[src/rtl/meel_map.svh]
`ifndef MEEL_MAP_SVH
`define MEEL_MAP_SVH
// ****************************************
// register offsets
// ****************************************
`define MEEL_ADDR_UPPER 3'h0
`define MEEL_ADDR_LOWER 3'h1
`define MEEL_ADDR_DIAG 3'h2
`define MEEL_ADDR_STATUS 3'h3
// ****************************************
// upper log half fields
// ****************************************
`define MEEL_UP_SCRUB 15
`define MEEL_UP_SYN_HI 14
`define MEEL_UP_SYN_LO 8
`define MEEL_UP_FBE 7
`define MEEL_UP_OVF 6
`define MEEL_UP_UNC 5
`define MEEL_UP_COR 4
`define MEEL_UP_LOC_HI 3
`define MEEL_LOC_SPLIT 16
// ****************************************
// diagnostic register fields
// ****************************************
`define MEEL_DG_DIS_REPORT 0
`define MEEL_DG_DIS_ECC 1
`define MEEL_DG_DIS_SCRUB 2
`define MEEL_DIAG_RESET 3'h0
// ****************************************
// status register fields
// ****************************************
`define MEEL_ST_CNT_HI 15
`define MEEL_ST_CNT_LO 14
`define MEEL_ST_PEND 13
`define MEEL_ST_KIND_HI 10
`define MEEL_ST_KIND_LO 8
`define MEEL_ST_IDX_HI 4
// ****************************************
// codes and limits
// ****************************************
`define MEEL_SYN_FBE 7'h7F
`define MEEL_TSEL_CHECKER 2'h0
`define MEEL_TSEL_MASTER 2'h1
`define MEEL_CNT_MAX 2'h3
`define MEEL_CNT_ONE 2'h1
`define MEEL_LOG_RESET 1'h0
`endif

[src/rtl/meel_pkg.sv]
package meel_pkg;
  // ****************************************
  // decoded failing bit
  // ****************************************
  typedef enum logic [2:0] {
    MEEL_BIT_NONE,
    MEEL_BIT_DATA,
    MEEL_BIT_ADDR,
    MEEL_BIT_ECC,
    MEEL_BIT_FBE
  } meel_bit_e;
  typedef struct packed {
    meel_bit_e kind;
    logic [4:0] index;
  } meel_fail_s;
  // ****************************************
  // detected array error
  // ****************************************
  typedef struct packed {
    logic valid;
    logic scrub;
    logic [6:0] syndrome;
    logic [19:0] location;
  } meel_ecc_evt_s;
  // ****************************************
  // outgoing report kinds
  // ****************************************
  typedef enum logic [1:0] {
    MEEL_RPT_TEST,
    MEEL_RPT_CORR,
    MEEL_RPT_UNCORR
  } meel_rpt_e;
endpackage

[src/rtl/meel_syn_decode.sv]
`timescale 1ns/1ps
`default_nettype none
`include "meel_map.svh"
module meel_syn_decode (
  // syndrome in
  input wire logic [6:0] SYNDROME,
  // decoded bit out
  output meel_pkg::meel_fail_s FAIL
);
  // ****************************************
  // syndrome tables, highest bit first
  // ****************************************
  localparam logic [32*7-1:0] DATA_SYN = {
    7'h1F, 7'h16, 7'h0D, 7'h1C, 7'h3B, 7'h32, 7'h29, 7'h64,
    7'h57, 7'h0E, 7'h45, 7'h7C, 7'h73, 7'h2A, 7'h61, 7'h5B,
    7'h4F, 7'h46, 7'h3D, 7'h34, 7'h6B, 7'h62, 7'h19, 7'h52,
    7'h07, 7'h3E, 7'h75, 7'h2C, 7'h23, 7'h1A, 7'h51, 7'h49};
  localparam logic [20*7-1:0] ADDR_SYN = {
    7'h38, 7'h70, 7'h68, 7'h58, 7'h2F, 7'h26, 7'h5D, 7'h54,
    7'h0B, 7'h4A, 7'h79, 7'h76, 7'h67, 7'h5E, 7'h15, 7'h4C,
    7'h43, 7'h7A, 7'h31, 7'h6D};
  logic [31:0] hit_d;
  logic [19:0] hit_a;
  logic [6:0] hit_e;
  // ****************************************
  // per-bit compare
  // ****************************************
  genvar g;
  generate
    for (g = 0; g < 32; g = g + 1)
    begin : g_cmp
      assign hit_d[g] = (SYNDROME == DATA_SYN[g*7 +: 7]);
      if (g < 20)
      begin : g_a
        assign hit_a[g] = (SYNDROME == ADDR_SYN[g*7 +: 7]);
      end
      if (g < 7)
      begin : g_e
        assign hit_e[g] = (SYNDROME == (7'h01 << g));
      end
    end
  endgenerate
  // ****************************************
  // encode; unlisted codes stay none
  // ****************************************
  always_comb
  begin
    FAIL.kind = meel_pkg::MEEL_BIT_NONE;
    FAIL.index = 5'h00;
    if (SYNDROME == `MEEL_SYN_FBE)
      FAIL.kind = meel_pkg::MEEL_BIT_FBE;
    for (int i = 0; i < 32; i++)
    begin
      if (hit_d[i])
      begin
        FAIL.kind = meel_pkg::MEEL_BIT_DATA;
        FAIL.index = 5'(i);
      end
      if (i < 20 && hit_a[i % 20])
      begin
        FAIL.kind = meel_pkg::MEEL_BIT_ADDR;
        FAIL.index = 5'(i);
      end
      if (i < 7 && hit_e[i % 7])
      begin
        FAIL.kind = meel_pkg::MEEL_BIT_ECC;
        FAIL.index = 5'(i);
      end
    end
  end
endmodule // meel_syn_decode
`default_nettype wire

[src/rtl/meel_top.sv]
// How it works
// - syndrome decodes to one failed data, address or check bit, to forced-bad (7F), or to none
// - ecc error while the log holds an entry sets the overflow flag
// - log counts as empty when correctable and uncorrectable flags are clear
// - only the first error after emptying is kept; later details are dropped
// - software clears overflow, uncorrectable and correctable flags one by one
// - address-line, double-bit and unused codes are logged uncorrectable
// - single-bit array failures are logged correctable
// - location holds the 20-bit array-relative word address
// - syndrome and location change only while the log is empty
// - forced-bad-check and overflow flags may change with the log full
// - ecc reporting is enabled after reset; a diag bit turns it off
// - diag bits disable all ecc reporting, or scrub report and log only
// - log-reset broadcast clears this node's report log
// - test-report data picks checker or master; selected node reports
// - scrub errors are logged and reported only into an empty log
// - every forced-bad-check operation sets its flag
// - odd-weight syndromes in the tables are single-bit, 7F is forced-bad; even ones carry no position
`timescale 1ns/1ps
`default_nettype none
`include "meel_map.svh"
module meel_top (
  // clock and reset
  input wire logic CLK,
  input wire logic RESET,
  // register port
  input wire logic [2:0] ADDR,
  input wire logic [15:0] WDATA,
  input wire logic WR,
  input wire logic RD,
  output logic [15:0] RDATA,
  // array checker
  input wire meel_pkg::meel_ecc_evt_s ECC_EVT,
  input wire logic FBE_OP,
  // commands and report network
  input wire logic TEST_REPORT,
  input wire logic [1:0] TEST_SEL,
  input wire logic NODE_IS_MASTER,
  input wire logic LOG_RESET_BCAST,
  input wire logic REPORT_SEEN,
  output logic REPORT_REQ,
  output meel_pkg::meel_rpt_e REPORT_KIND
);
  // ****************************************
  // state
  // ****************************************
  logic cor_r;
  logic unc_r;
  logic ovf_r;
  logic fbe_r;
  logic scrub_r;
  logic [6:0] syn_r;
  logic [19:0] loc_r;
  meel_pkg::meel_fail_s fail_r;
  logic [2:0] diag_r;
  logic [1:0] rcnt_r;
  logic test_pend_r;
  logic [15:0] rdata_r;
  logic req_r;
  meel_pkg::meel_rpt_e kind_r;
  // ****************************************
  // decode and classify
  // ****************************************
  meel_pkg::meel_fail_s evt_fail;
  logic log_empty;
  logic evt_take;
  logic evt_corr;
  logic log_new;
  logic ecc_rpt;
  logic test_hit;
  logic wr_up;
  logic wr_diag;
  logic [15:0] up_word;
  logic [15:0] st_word;

  meel_syn_decode u_dec (
    .SYNDROME (ECC_EVT.syndrome),
    .FAIL (evt_fail)
  );

  assign log_empty = !cor_r && !unc_r;
  // scrub disable suppresses logging as well as reporting
  assign evt_take = ECC_EVT.valid &&
                    !(ECC_EVT.scrub && diag_r[`MEEL_DG_DIS_SCRUB]);
  // only odd weight and a data or check bit hit is fixable in place
  assign evt_corr = (^ECC_EVT.syndrome) &&
                    (evt_fail.kind == meel_pkg::MEEL_BIT_DATA ||
                     evt_fail.kind == meel_pkg::MEEL_BIT_ECC);
  assign log_new = evt_take && log_empty;
  assign wr_up = WR && (ADDR == `MEEL_ADDR_UPPER);
  assign wr_diag = WR && (ADDR == `MEEL_ADDR_DIAG);
  // ****************************************
  // severity flags
  // ****************************************
  always_ff @(posedge CLK)
  begin
    if (RESET)
    begin
      cor_r <= `MEEL_LOG_RESET;
      unc_r <= `MEEL_LOG_RESET;
    end
    else
    begin
      // set wins; a clear in the same cycle is ignored
      if (log_new)
      begin
        cor_r <= evt_corr;
        unc_r <= !evt_corr;
      end
      else if (wr_up)
      begin
        if (WDATA[`MEEL_UP_COR])
          cor_r <= 1'b0;
        if (WDATA[`MEEL_UP_UNC])
          unc_r <= 1'b0;
      end
    end
  end
  // ****************************************
  // overflow flag
  // ****************************************
  always_ff @(posedge CLK)
  begin
    if (RESET)
      ovf_r <= `MEEL_LOG_RESET;
    else if (evt_take && !log_empty)
      ovf_r <= 1'b1;
    else if (wr_up && WDATA[`MEEL_UP_OVF])
      ovf_r <= 1'b0;
  end
  // ****************************************
  // forced-bad-check flag
  // ****************************************
  always_ff @(posedge CLK)
  begin
    if (RESET)
      fbe_r <= `MEEL_LOG_RESET;
    else if (FBE_OP)
      fbe_r <= 1'b1;
    else if (wr_up && WDATA[`MEEL_UP_FBE])
      fbe_r <= 1'b0;
  end
  // ****************************************
  // captured details
  // ****************************************
  always_ff @(posedge CLK)
  begin
    if (RESET)
    begin
      scrub_r <= `MEEL_LOG_RESET;
      syn_r <= 7'h00;
      loc_r <= 20'h00000;
      fail_r <= '0;
    end
    else if (log_new)
    begin
      // all fields with the severity flag, so a read never tears
      scrub_r <= ECC_EVT.scrub;
      syn_r <= ECC_EVT.syndrome;
      loc_r <= ECC_EVT.location;
      fail_r <= evt_fail;
    end
  end
  // ****************************************
  // diagnostic disables
  // ****************************************
  always_ff @(posedge CLK)
  begin
    if (RESET)
      diag_r <= `MEEL_DIAG_RESET;
    else if (wr_diag)
      diag_r <= WDATA[2:0];
  end
  // ****************************************
  // report requests
  // ****************************************
  // a full log still reports demand errors; only scrub is throttled
  assign ecc_rpt = evt_take && (!ECC_EVT.scrub || log_empty) &&
                   !diag_r[`MEEL_DG_DIS_REPORT] &&
                   !diag_r[`MEEL_DG_DIS_ECC];
  // values 2 and 3 address bus nodes only and are ignored here
  assign test_hit = TEST_REPORT &&
                    ((TEST_SEL == `MEEL_TSEL_CHECKER && !NODE_IS_MASTER) ||
                     (TEST_SEL == `MEEL_TSEL_MASTER && NODE_IS_MASTER));

  always_ff @(posedge CLK)
  begin
    if (RESET)
      test_pend_r <= 1'b0;
    else if (test_hit)
      test_pend_r <= 1'b1;
    else if (!ecc_rpt)
      test_pend_r <= 1'b0;
  end

  always_ff @(posedge CLK)
  begin
    if (RESET)
    begin
      req_r <= 1'b0;
      kind_r <= meel_pkg::MEEL_RPT_TEST;
    end
    else if (ecc_rpt)
    begin
      // ecc reports go first; a waiting test report follows later
      req_r <= 1'b1;
      kind_r <= evt_corr ? meel_pkg::MEEL_RPT_CORR
                         : meel_pkg::MEEL_RPT_UNCORR;
    end
    else if (test_pend_r)
    begin
      req_r <= 1'b1;
      kind_r <= meel_pkg::MEEL_RPT_TEST;
    end
    else
      req_r <= 1'b0;
  end

  assign REPORT_REQ = req_r;
  assign REPORT_KIND = kind_r;
  // ****************************************
  // report log count
  // ****************************************
  always_ff @(posedge CLK)
  begin
    if (RESET)
      rcnt_r <= 2'h0;
    else if (REPORT_SEEN)
    begin
      // a report beside the broadcast survives it
      if (LOG_RESET_BCAST)
        rcnt_r <= `MEEL_CNT_ONE;
      else if (rcnt_r != `MEEL_CNT_MAX)
        rcnt_r <= rcnt_r + 2'h1;
    end
    else if (LOG_RESET_BCAST)
      rcnt_r <= 2'h0;
  end
  // ****************************************
  // read port
  // ****************************************
  always_comb
  begin
    up_word = 16'h0000;
    up_word[`MEEL_UP_SCRUB] = scrub_r;
    up_word[`MEEL_UP_SYN_HI:`MEEL_UP_SYN_LO] = syn_r;
    up_word[`MEEL_UP_FBE] = fbe_r;
    up_word[`MEEL_UP_OVF] = ovf_r;
    up_word[`MEEL_UP_UNC] = unc_r;
    up_word[`MEEL_UP_COR] = cor_r;
    up_word[`MEEL_UP_LOC_HI:0] = loc_r[19:`MEEL_LOC_SPLIT];
  end

  always_comb
  begin
    st_word = 16'h0000;
    st_word[`MEEL_ST_CNT_HI:`MEEL_ST_CNT_LO] = rcnt_r;
    st_word[`MEEL_ST_PEND] = test_pend_r;
    st_word[`MEEL_ST_KIND_HI:`MEEL_ST_KIND_LO] = fail_r.kind;
    st_word[`MEEL_ST_IDX_HI:0] = fail_r.index;
  end

  always_ff @(posedge CLK)
  begin
    if (RESET)
      rdata_r <= 16'h0000;
    else if (RD)
    begin
      case (ADDR)
        `MEEL_ADDR_UPPER: rdata_r <= up_word;
        `MEEL_ADDR_LOWER: rdata_r <= loc_r[`MEEL_LOC_SPLIT-1:0];
        `MEEL_ADDR_DIAG: rdata_r <= {13'h0000, diag_r};
        `MEEL_ADDR_STATUS: rdata_r <= st_word;
        default: rdata_r <= 16'h0000;
      endcase
    end
    else
      rdata_r <= 16'h0000;
  end

  assign RDATA = rdata_r;
endmodule // meel_top
`default_nettype wire

[config.mk]
export PLATFORM = sky130hd
export DESIGN_NAME = meel_top
export DESIGN_NICKNAME = d
export VERILOG_FILES = /design/src/rtl/meel_pkg.sv /design/src/rtl/meel_syn_decode.sv /design/src/rtl/meel_top.sv
export VERILOG_INCLUDE_DIRS = /design/src /design/src/rtl
export SDC_FILE = /design/constraint.sdc
export NUM_CORES = 1
export LEC_CHECK = 0
export BUFFER_PORTS_ARGS = -buffer_cell sky130_fd_sc_hd__buf_2
export CORE_AREA = 5 5 94 96
export CTS_CLUSTER_DIAMETER = 200
export DETAILED_ROUTE_END_ITERATION = 10
export DIE_AREA = 0 0 99 101
export GPL_ROUTABILITY_DRIVEN = 0
export PLACE_DENSITY = 0.75
export RECOVER_POWER = 50
export SETUP_SLACK_MARGIN = 0.05
export SYNTH_ARGS = -nofsm -noshare
export SYNTH_HDL_FRONTEND = slang
export SYNTH_SLANG_ARGS = --single-unit
[constraint.sdc]
create_clock -name CLK -period 2 [get_ports CLK]
set_input_delay 0.2 -clock CLK [delete_from_list [all_inputs] [get_ports CLK]]
set_output_delay 0.2 -clock CLK [all_outputs]
set_load 0.1 [all_outputs]
==> impl_results.md, run 1 <==
* GRT Residual Overflow at 0
* Asr flop ratio synth at 0%
* Vias in the first global route at 4741
* CP max-delay cell: a311o_1
* Core region area at 0.00797 sq mm
* Longest Clk Path Bufs at 2
* TritonCTS Buffers at 9
* Global-route wire length before repair at ~22000 microns
* Initial antenna violation count at 0
* First-iteration detailed-routing DRC count at a little under 500
* Fin nets at 785
* Area contributors post-synth: dfxtp_1, nand2_1, a21oi_1, nor2_1, mux2i_1
* Worst Tran Pin Value at approximately 1200 ps
* CP Data Required Time at 2290 ps
* Post-layout min period at 1920 ps
* Worst min path class: in2reg
* Sequential cell area at 0.00130 sq mm
* Most used flip-flop cell after synthesis: dfxtp_1
* Setup CP Type: in2reg
* Final setup viols at 0
* Via density at 5.96
* Crit path buffers/inverters at 3
* Mapped Area at 0.00433 sq mm
* Clk sink count at 65
* Origin of the critical flop-to-flop path: diag_r[2]
* CTS tree: yes
* Crit share post-route at 96.1%
* Layout area overhead at 31.8%
* CP delay by family, top: compound AO/OA/AOI/OAI gates
* Count of different cell masters after synthesis at 79
* RSZ-0062 raised after global routing: yes
* Fillers at 641
* F_max at 520 MHz
* Die Wd at 99 microns
* Largest net degree at the start of global routing at 41
* Die height at approximately 100 microns
* Final ANT Viol Nets at 0
* Setup TNS Final at 0 ps
* Post-Route WL at 14100 microns
* Rows at 33
* Status: finished, final reports clean
* Clk slew on worst S/H paths at 70 ps
* Detailed placer's ending HPWL at 10500 microns
* CP arrival at 2210 ps
* Synthesized instance count at 568
* All-Layer GR Usage at 27.5%
* Die area at 0.0100 sq mm
* Critical Path Source: ECC_EVT[21]
* Seq cells post-synth at 65
* Post-synth EDFFs at 0
* Ports at 78
* Peak per-stage delay on the critical path at 360 ps
* First-pass DRT Iterations at 5
* Worst path cell trace: buf_2 > inv_1 > ha_1 > buf_4 > and3b_1 > o21ai_0 > a311o_1 > a211o_1 > a311oi_2 > or2_1
* Layout cell share with drive strength beyond 1 at 30.5%
* Clock Skews at about 8.5 ps
* Max_slew headroom at 21.6%
* Syn avg cell area at 7.62 sq um
* Final hold viol count at 0
* Max-cap violations at 0
* Clock latency on the worst-skew pair at between 300 and 400 ps
* Startpoint types: input pin
* Ant diodes at 0
* Hold buffers post-CTS at 0
* CP Max Fanout at 9
* Multi-input gate area at about 0.0029 sq mm
* Post-Synthesis Net Count at 640
* PwrDens at 613 mW/mm^2
* WL per Instance at 17.1 microns
* DR DRC count at 0
* Leakage at 2.36 nW
* PortBufs at 68
* Initial core utilization at 54.3%
* Hold Crit Start: LOG_RESET_BCAST
* Worst VDD drop at 0.000665 V
* Register area share after synthesis at 30.1%
* Crit end category: register
* Pins over their slew limit at 0
* Tot Pwr at 0.00349 W
* Via count at 4902
* Max H-tree Level at 3
* Warnings, synthesis at 0
* Share of the synthesized area in the top cell type at between 30% and 40%
* Yosys top cell by area: dfxtp_1
* CTS Root Cell: clkbuf_8
## cell type report
type	instances	area share (%)
timing repair buffer	177	20.6
sequential	65	22.8
tap	105	2.30
clock buffer	10	2.41
multi-input combinational	449	50.1
clock inverter	5	0.987
inverter	11	0.724
## synthesized netlist by cell type, drive strengths merged (3+ instances only)
master / n
inv: 11
nor2b: 4
a21oi: 48
and3: 7
o21ai: 27
and2: 6
nand4: 12
buf: 26
a211oi: 4
a22oi: 13
or2: 5
a2111oi: 3
o22ai: 6
o22a: 3
nor3: 5
nand3: 14
a21boi: 6
and4b: 3
nand3b: 3
o211ai: 3
ha: 13
nand4b: 5
nand2b: 10
and3b: 4
xnor2: 3
clkbuf: 17
a31oi: 6
or3b: 3
a21o: 4
mux2: 9
a311oi: 4
nand2: 107
nor2: 52
mux2i: 19
dfxtp: 65
## through the flow
step / std cells / util, % / setup WS, ps / hold slack (ps) / cell area [sq um]
after global routing: 822 / 71.5 / -5.57 / 43.4 / 5700
final: 822 / 71.5 / 78.5 / 48.5 / 5700
after detailed placement: 805 / 68.2 / -373 / 403 / 5440
after CTS: 821 / 70.8 / 54.3 / 34.3 / 5640
after global placement: 805 / 68.2 / -302 / 393 / 5440
after floorplan: 568 / - / 111 / 279 / 4330
## placed cells by master (no fill, tap or decap), types with 5 or more instances in the layout
| cell type | n |
|---|---|
| o21ai_1 | 5 |
| ha_2 | 6 |
| clkbuf_1 | 20 |
| nand2_1 | 107 |
| nor2_1 | 49 |
| o21ai_0 | 21 |
| a22oi_1 | 11 |
| and2_1 | 6 |
| buf_4 | 102 |
| mux2i_1 | 17 |
| clkbuf_8 | 10 |
| dfxtp_1 | 65 |
| mux2_2 | 9 |
| and3_1 | 7 |
| buf_2 | 48 |
| nand3_1 | 14 |
| nand4b_1 | 5 |
| inv_1 | 11 |
| a21oi_1 | 47 |
| nand2b_1 | 10 |
| a31oi_1 | 6 |
| nand4_1 | 12 |
| ha_1 | 7 |
| nor3_1 | 5 |
## per-layer routing
layer	GRT usage [%]	part of all wire [%]
met1	32.8	41
met2	47.9	48
met3	5.67	7.6
met4	12.0	3.2
met5	0	0
## report_power, final
| group | switching [W] | internal [W] |
|---|---|---|
| Clock | 0.000508 | 0.000600 |
| Combinational | 0.000554 | 0.000390 |
| Sequential | 0.0000548 | 0.00139 |
| Total | 0.00112 | 0.00238 |
## state kept, by name, indices dropped and copies added (netlist names)
| signal | count |
|---|---|
| RDATA | 16 |
| REPORT_KIND | 2 |
| REPORT_REQ | 1 |
| cor_r | 1 |
| diag_r | 3 |
| fail_r | 8 |
| fbe_r | 1 |
| loc_r | 20 |
| ovf_r | 1 |
| rcnt_r | 2 |
| scrub_r | 1 |
| syn_r | 7 |
| test_pend_r | 1 |
| unc_r | 1 |
## logic make-up (layout without fill, tap and decap cells)
| group | count (synthesis) | count (layout) | share of synthesized area, % |
|---|---|---|---|
| AND/OR/NAND/NOR | 250 | 250 | 28.4 |
| AO/OA/AOI/OAI | 154 | 154 | 23.7 |
| flip-flops | 65 | 65 | 30.1 |
| buffers and inverters | 54 | 203 | 5.93 |
| multiplexers | 28 | 28 | 7.32 |
| adder cells (fa/ha/maj) | 13 | 13 | 3.76 |
| XOR/XNOR | 4 | 4 | 0.810 |
## repair_timing
| action | in CTS | in global routing |
|---|---|---|
| hold endpoints to repair | 0 | 0 |
| setup buffers | 1 | 1 |
| gates cloned | 0 | 0 |
| pin swaps | 1 | 3 |
| resized for setup | 2 | 22 |
| endpoints found under the setup margin | 4 | 9 |
## worst reg2reg max path: stages, from the launching register on
cell,delay (ps)
dfxtp_1,370
a21boi_2,270
a21oi_1,130
a311o_1,360
a211o_1,280
a311oi_2,230
or2_1,140
## worst paths after layout
check                            endpoint  slack [ps]  cells past startpoint
worst min register to register  loc_r[18]         460                      2
worst min-delay path            rcnt_r[1]          50                      2
worst max register to register  fail_r[0]         150                      6
worst max-delay path            fail_r[0]          80                     10
Power figures use the tool's default switching activity.
==> inputs of run 2 (changes only) <==
--- a/config.mk
+++ b/config.mk
@@ -6,13 +6,13 @@
 export SDC_FILE = /design/constraint.sdc
 export NUM_CORES = 1
 export LEC_CHECK = 0
-export BUFFER_PORTS_ARGS = -buffer_cell sky130_fd_sc_hd__buf_2
-export CORE_AREA = 5 5 94 96
-export CTS_CLUSTER_DIAMETER = 200
+export CORE_AREA = 5 5 91 93
+export CTS_CLUSTER_DIAMETER = 30
 export DETAILED_ROUTE_END_ITERATION = 10
-export DIE_AREA = 0 0 99 101
+export DIE_AREA = 0 0 96 98
+export DONT_BUFFER_PORTS = 1
 export GPL_ROUTABILITY_DRIVEN = 0
-export PLACE_DENSITY = 0.75
+export PLACE_DENSITY = 0.71
 export RECOVER_POWER = 50
 export SETUP_SLACK_MARGIN = 0.05
 export SYNTH_ARGS = -nofsm -noshare
==> run 2 against run 1 <==
Against the previous run: wire length is 5.2% higher; sequential power hardly changed; sequential cell count stayed put; cell count is 5.6% lower; sequential share of layout area is 0.71 points higher; die area is 5.9% lower; critical endpoint is now fail_r[7]; critical path depth is 4 lower; power is 6.0% higher; global-route usage is 4.0 points higher; register-to-register slack hardly changed.
==> impl_results.md, run 2 (synthesis gave the netlist of run 1 again) <==
* Origin of the critical flop-to-flop path: diag_r[2]
* Reg-to-reg endpoint: fail_r[7]
* Worst Tran Pin Value at 601 ps (-581 ps)
* Die Wd at 96 microns (-3.0%)
* Setup CP Type: reg2reg
* Tot Pwr at 0.00370 W (+6.0%)
* PwrDens at 670 mW/mm^2 (+9.3%)
* Max_slew headroom at 59.8% (+38 points)
* Worst min path class: in2reg
* RSZ-0062 raised after global routing: no
* Global-route wire length before repair at 23700 microns (+6.5%)
* CP max-delay cell: or4_1
* First-pass DRT Iterations at 5 (unchanged)
* Most frequent standard cell in the layout excluding fill and tap cells: nand2_1
* Via count at 4840 (-1.3%)
* Largest register FFs at 20 (unchanged)
* Hold Crit Start: ECC_EVT[19]
* Layout cell share with drive strength beyond 1 at 22.0% (-8.6 points)
* Top routing layer used: met4
* Vias in the first global route at 4890 (+3.1%)
* Startpoint types: register
* Met1 WL at 5590 microns (-2.5%)
* GRT Residual Overflow at 0 (unchanged)
* WL per Instance at 19.1 microns (+11%)
* Final core utilization at 74.3% (+2.7 points)
* PortBufs at 0 (-100%)
* Max-cap violations at 0 (unchanged)
* Worst VDD drop at 0.000395 V (-41%)
* Longest Clk Path Bufs at 2 (unchanged)
* Final hold viol count at 0 (unchanged)
* Ant diodes at 0 (unchanged)
* Met2 wire length at 7200 microns (+5.8%)
* Reg2Reg Depth at 6 (unchanged)
* CP Max Fanout at 5 (-4)
* Setup TNS Final at 0 ps (unchanged)
* Peak per-stage delay on the critical path at 590 ps (+230 ps)
* Post-Route WL at 14800 microns (+5.2%)
* CP arrival at 2120 ps (-90 ps)
* Max H-tree Level at 3 (unchanged)
* Hold path cells at 2 (unchanged)
* Worst hold slack at 10.5 ps (-37.9 ps)
* All-Layer GR Usage at 31.6% (+4.0 points)
* Clk sink count at 65 (unchanged)
* Leading cell types in the layout, fill and taps excluded: nand2_1, buf_4, dfxtp_1
* Clock Skews at 7.24 ps (-1.28 ps)
* Final setup viols at 0 (unchanged)
* Fin nets at 741 (-5.6%)
* Setup WS pre-CTS at -173 ps (+200 ps)
* Detailed placer's ending HPWL at 9940 microns (-5.7%)
* Via density at 6.24 (+4.6%)
* Layout area overhead at 27.9%
* Clk slew on worst S/H paths at 70 ps (about the same)
* DR DRC count at 0 (unchanged)
* Post-route setup slack at 160 ps (+81.0 ps)
* Initial core utilization at 58.1% (+3.8 points)
* R2R Setup Slk at 160 ps (about the same)
* Core region area at 0.00745 sq mm (-6.5%)
* CP Data Required Time at 2280 ps (about the same)
* Worst path cell trace: a21boi_2 > o211ai_2 > nor2_4 > nand3_1 > or4_1 > a21oi_1
* Final ANT Viol Nets at 0 (unchanged)
* First-iteration detailed-routing DRC count at 295 (-41%)
* Pins over their slew limit at 0 (unchanged)
* Met3 WL at 1300 microns (+22%)
* F_max at 543 MHz (+4.4%)
* Crit path buffers/inverters at 0 (-3)
* Initial antenna violation count at 0 (unchanged)
* Largest net degree at the start of global routing at 60 (+46%)
* Die area at 0.00941 sq mm (-5.9%)
* CTS Root Cell: clkbuf_8
* Post-CTS setup buffer count at 0 (-1)
* Rows at 32 (-3.0%)
* CTS tree: yes
* Status: finished, final reports clean
* Leakage at 2.25 nW (-4.5%)
* Ports at 78 (unchanged)
* Clock latency on the worst-skew pair at 350 ps (about the same)
* TritonCTS Buffers at 9 (unchanged)
* Crit end category: register
* Top reg by flops: loc_r
* Crit share post-route at 92.0% (-4.1 points)
* Die height at 98 microns (-3.0%)
* Hold Crit Endpoint: loc_r[19]
* CP delay by family, top: simple AND/OR/NAND/NOR gates
* Post-layout min period at 1840 ps (-81.0 ps)
==> run 2: final cells by class <==
| type | count | area (sq um) |
|---|---|---|
| Clock buffer | 12 | 155 |
| Clock inverter | 4 | 98.8 |
| Fill cell | 581 | 1920 |
| Inverter | 11 | 41.3 |
| Multi-Input combinational cell | 449 | 2770 |
| Sequential cell | 65 | 1300 |
| Tap cell | 102 | 128 |
| Timing Repair Buffer | 133 | 1030 |
==> run 2: power breakdown <==
group / switching [W] / internal [W] / total [W] / leakage, nW
Sequential: 0.0000595 / 0.00139 / 0.00145 / 0.531
Combinational: 0.000499 / 0.000357 / 0.000855 / 1.60
Clock: 0.000504 / 0.000899 / 0.00140 / 0.127
Total: 0.00106 / 0.00264 / 0.00370 / 2.25
==> run 2: layer usage <==
metal	vias up	track usage, %
li1	2243	-
met1	2241	36.5
met2	290	52.0
met3	66	8.09
met4	0	17.6
met5	-	0
==> run 2: how the worst max path moves through the flow <==
stage                      startpoint              to  cells past startpoint
after CTS                 ECC_EVT[20]  REPORT_KIND[1]                      8
after global placement    ECC_EVT[20]       fail_r[7]                      8
after detailed placement  ECC_EVT[20]  REPORT_KIND[1]                      8
after floorplan           ECC_EVT[22]       fail_r[6]                      8
final                       diag_r[2]       fail_r[7]                      6
after global routing        diag_r[2]       fail_r[5]                      7
==> run 2: worst reg2reg max path, delay by kind of cell (launching register included) <==
family / cells / cell delay (ps)
AND/OR/NAND/NOR: 3 / 790
AO/OA/AOI/OAI: 3 / 630
flip-flops: 1 / 360
==> run 2: timing repair <==
item,4_1_cts,5_1_grt
endpoints found under the hold margin,38,1
gates resized for setup,0,3
hold buffers,27,1
setup endpoints to repair,0,4
==> run 2: through the flow <==
| step | instances | area (sq um) |
|---|---|---|
| after floorplan | 568 | 4330 |
| after global placement | 732 | 5040 |
| after detailed placement | 732 | 5040 |
| after CTS | 775 | 5570 |
| after global routing | 776 | 5530 |
| final | 776 | 5530 |
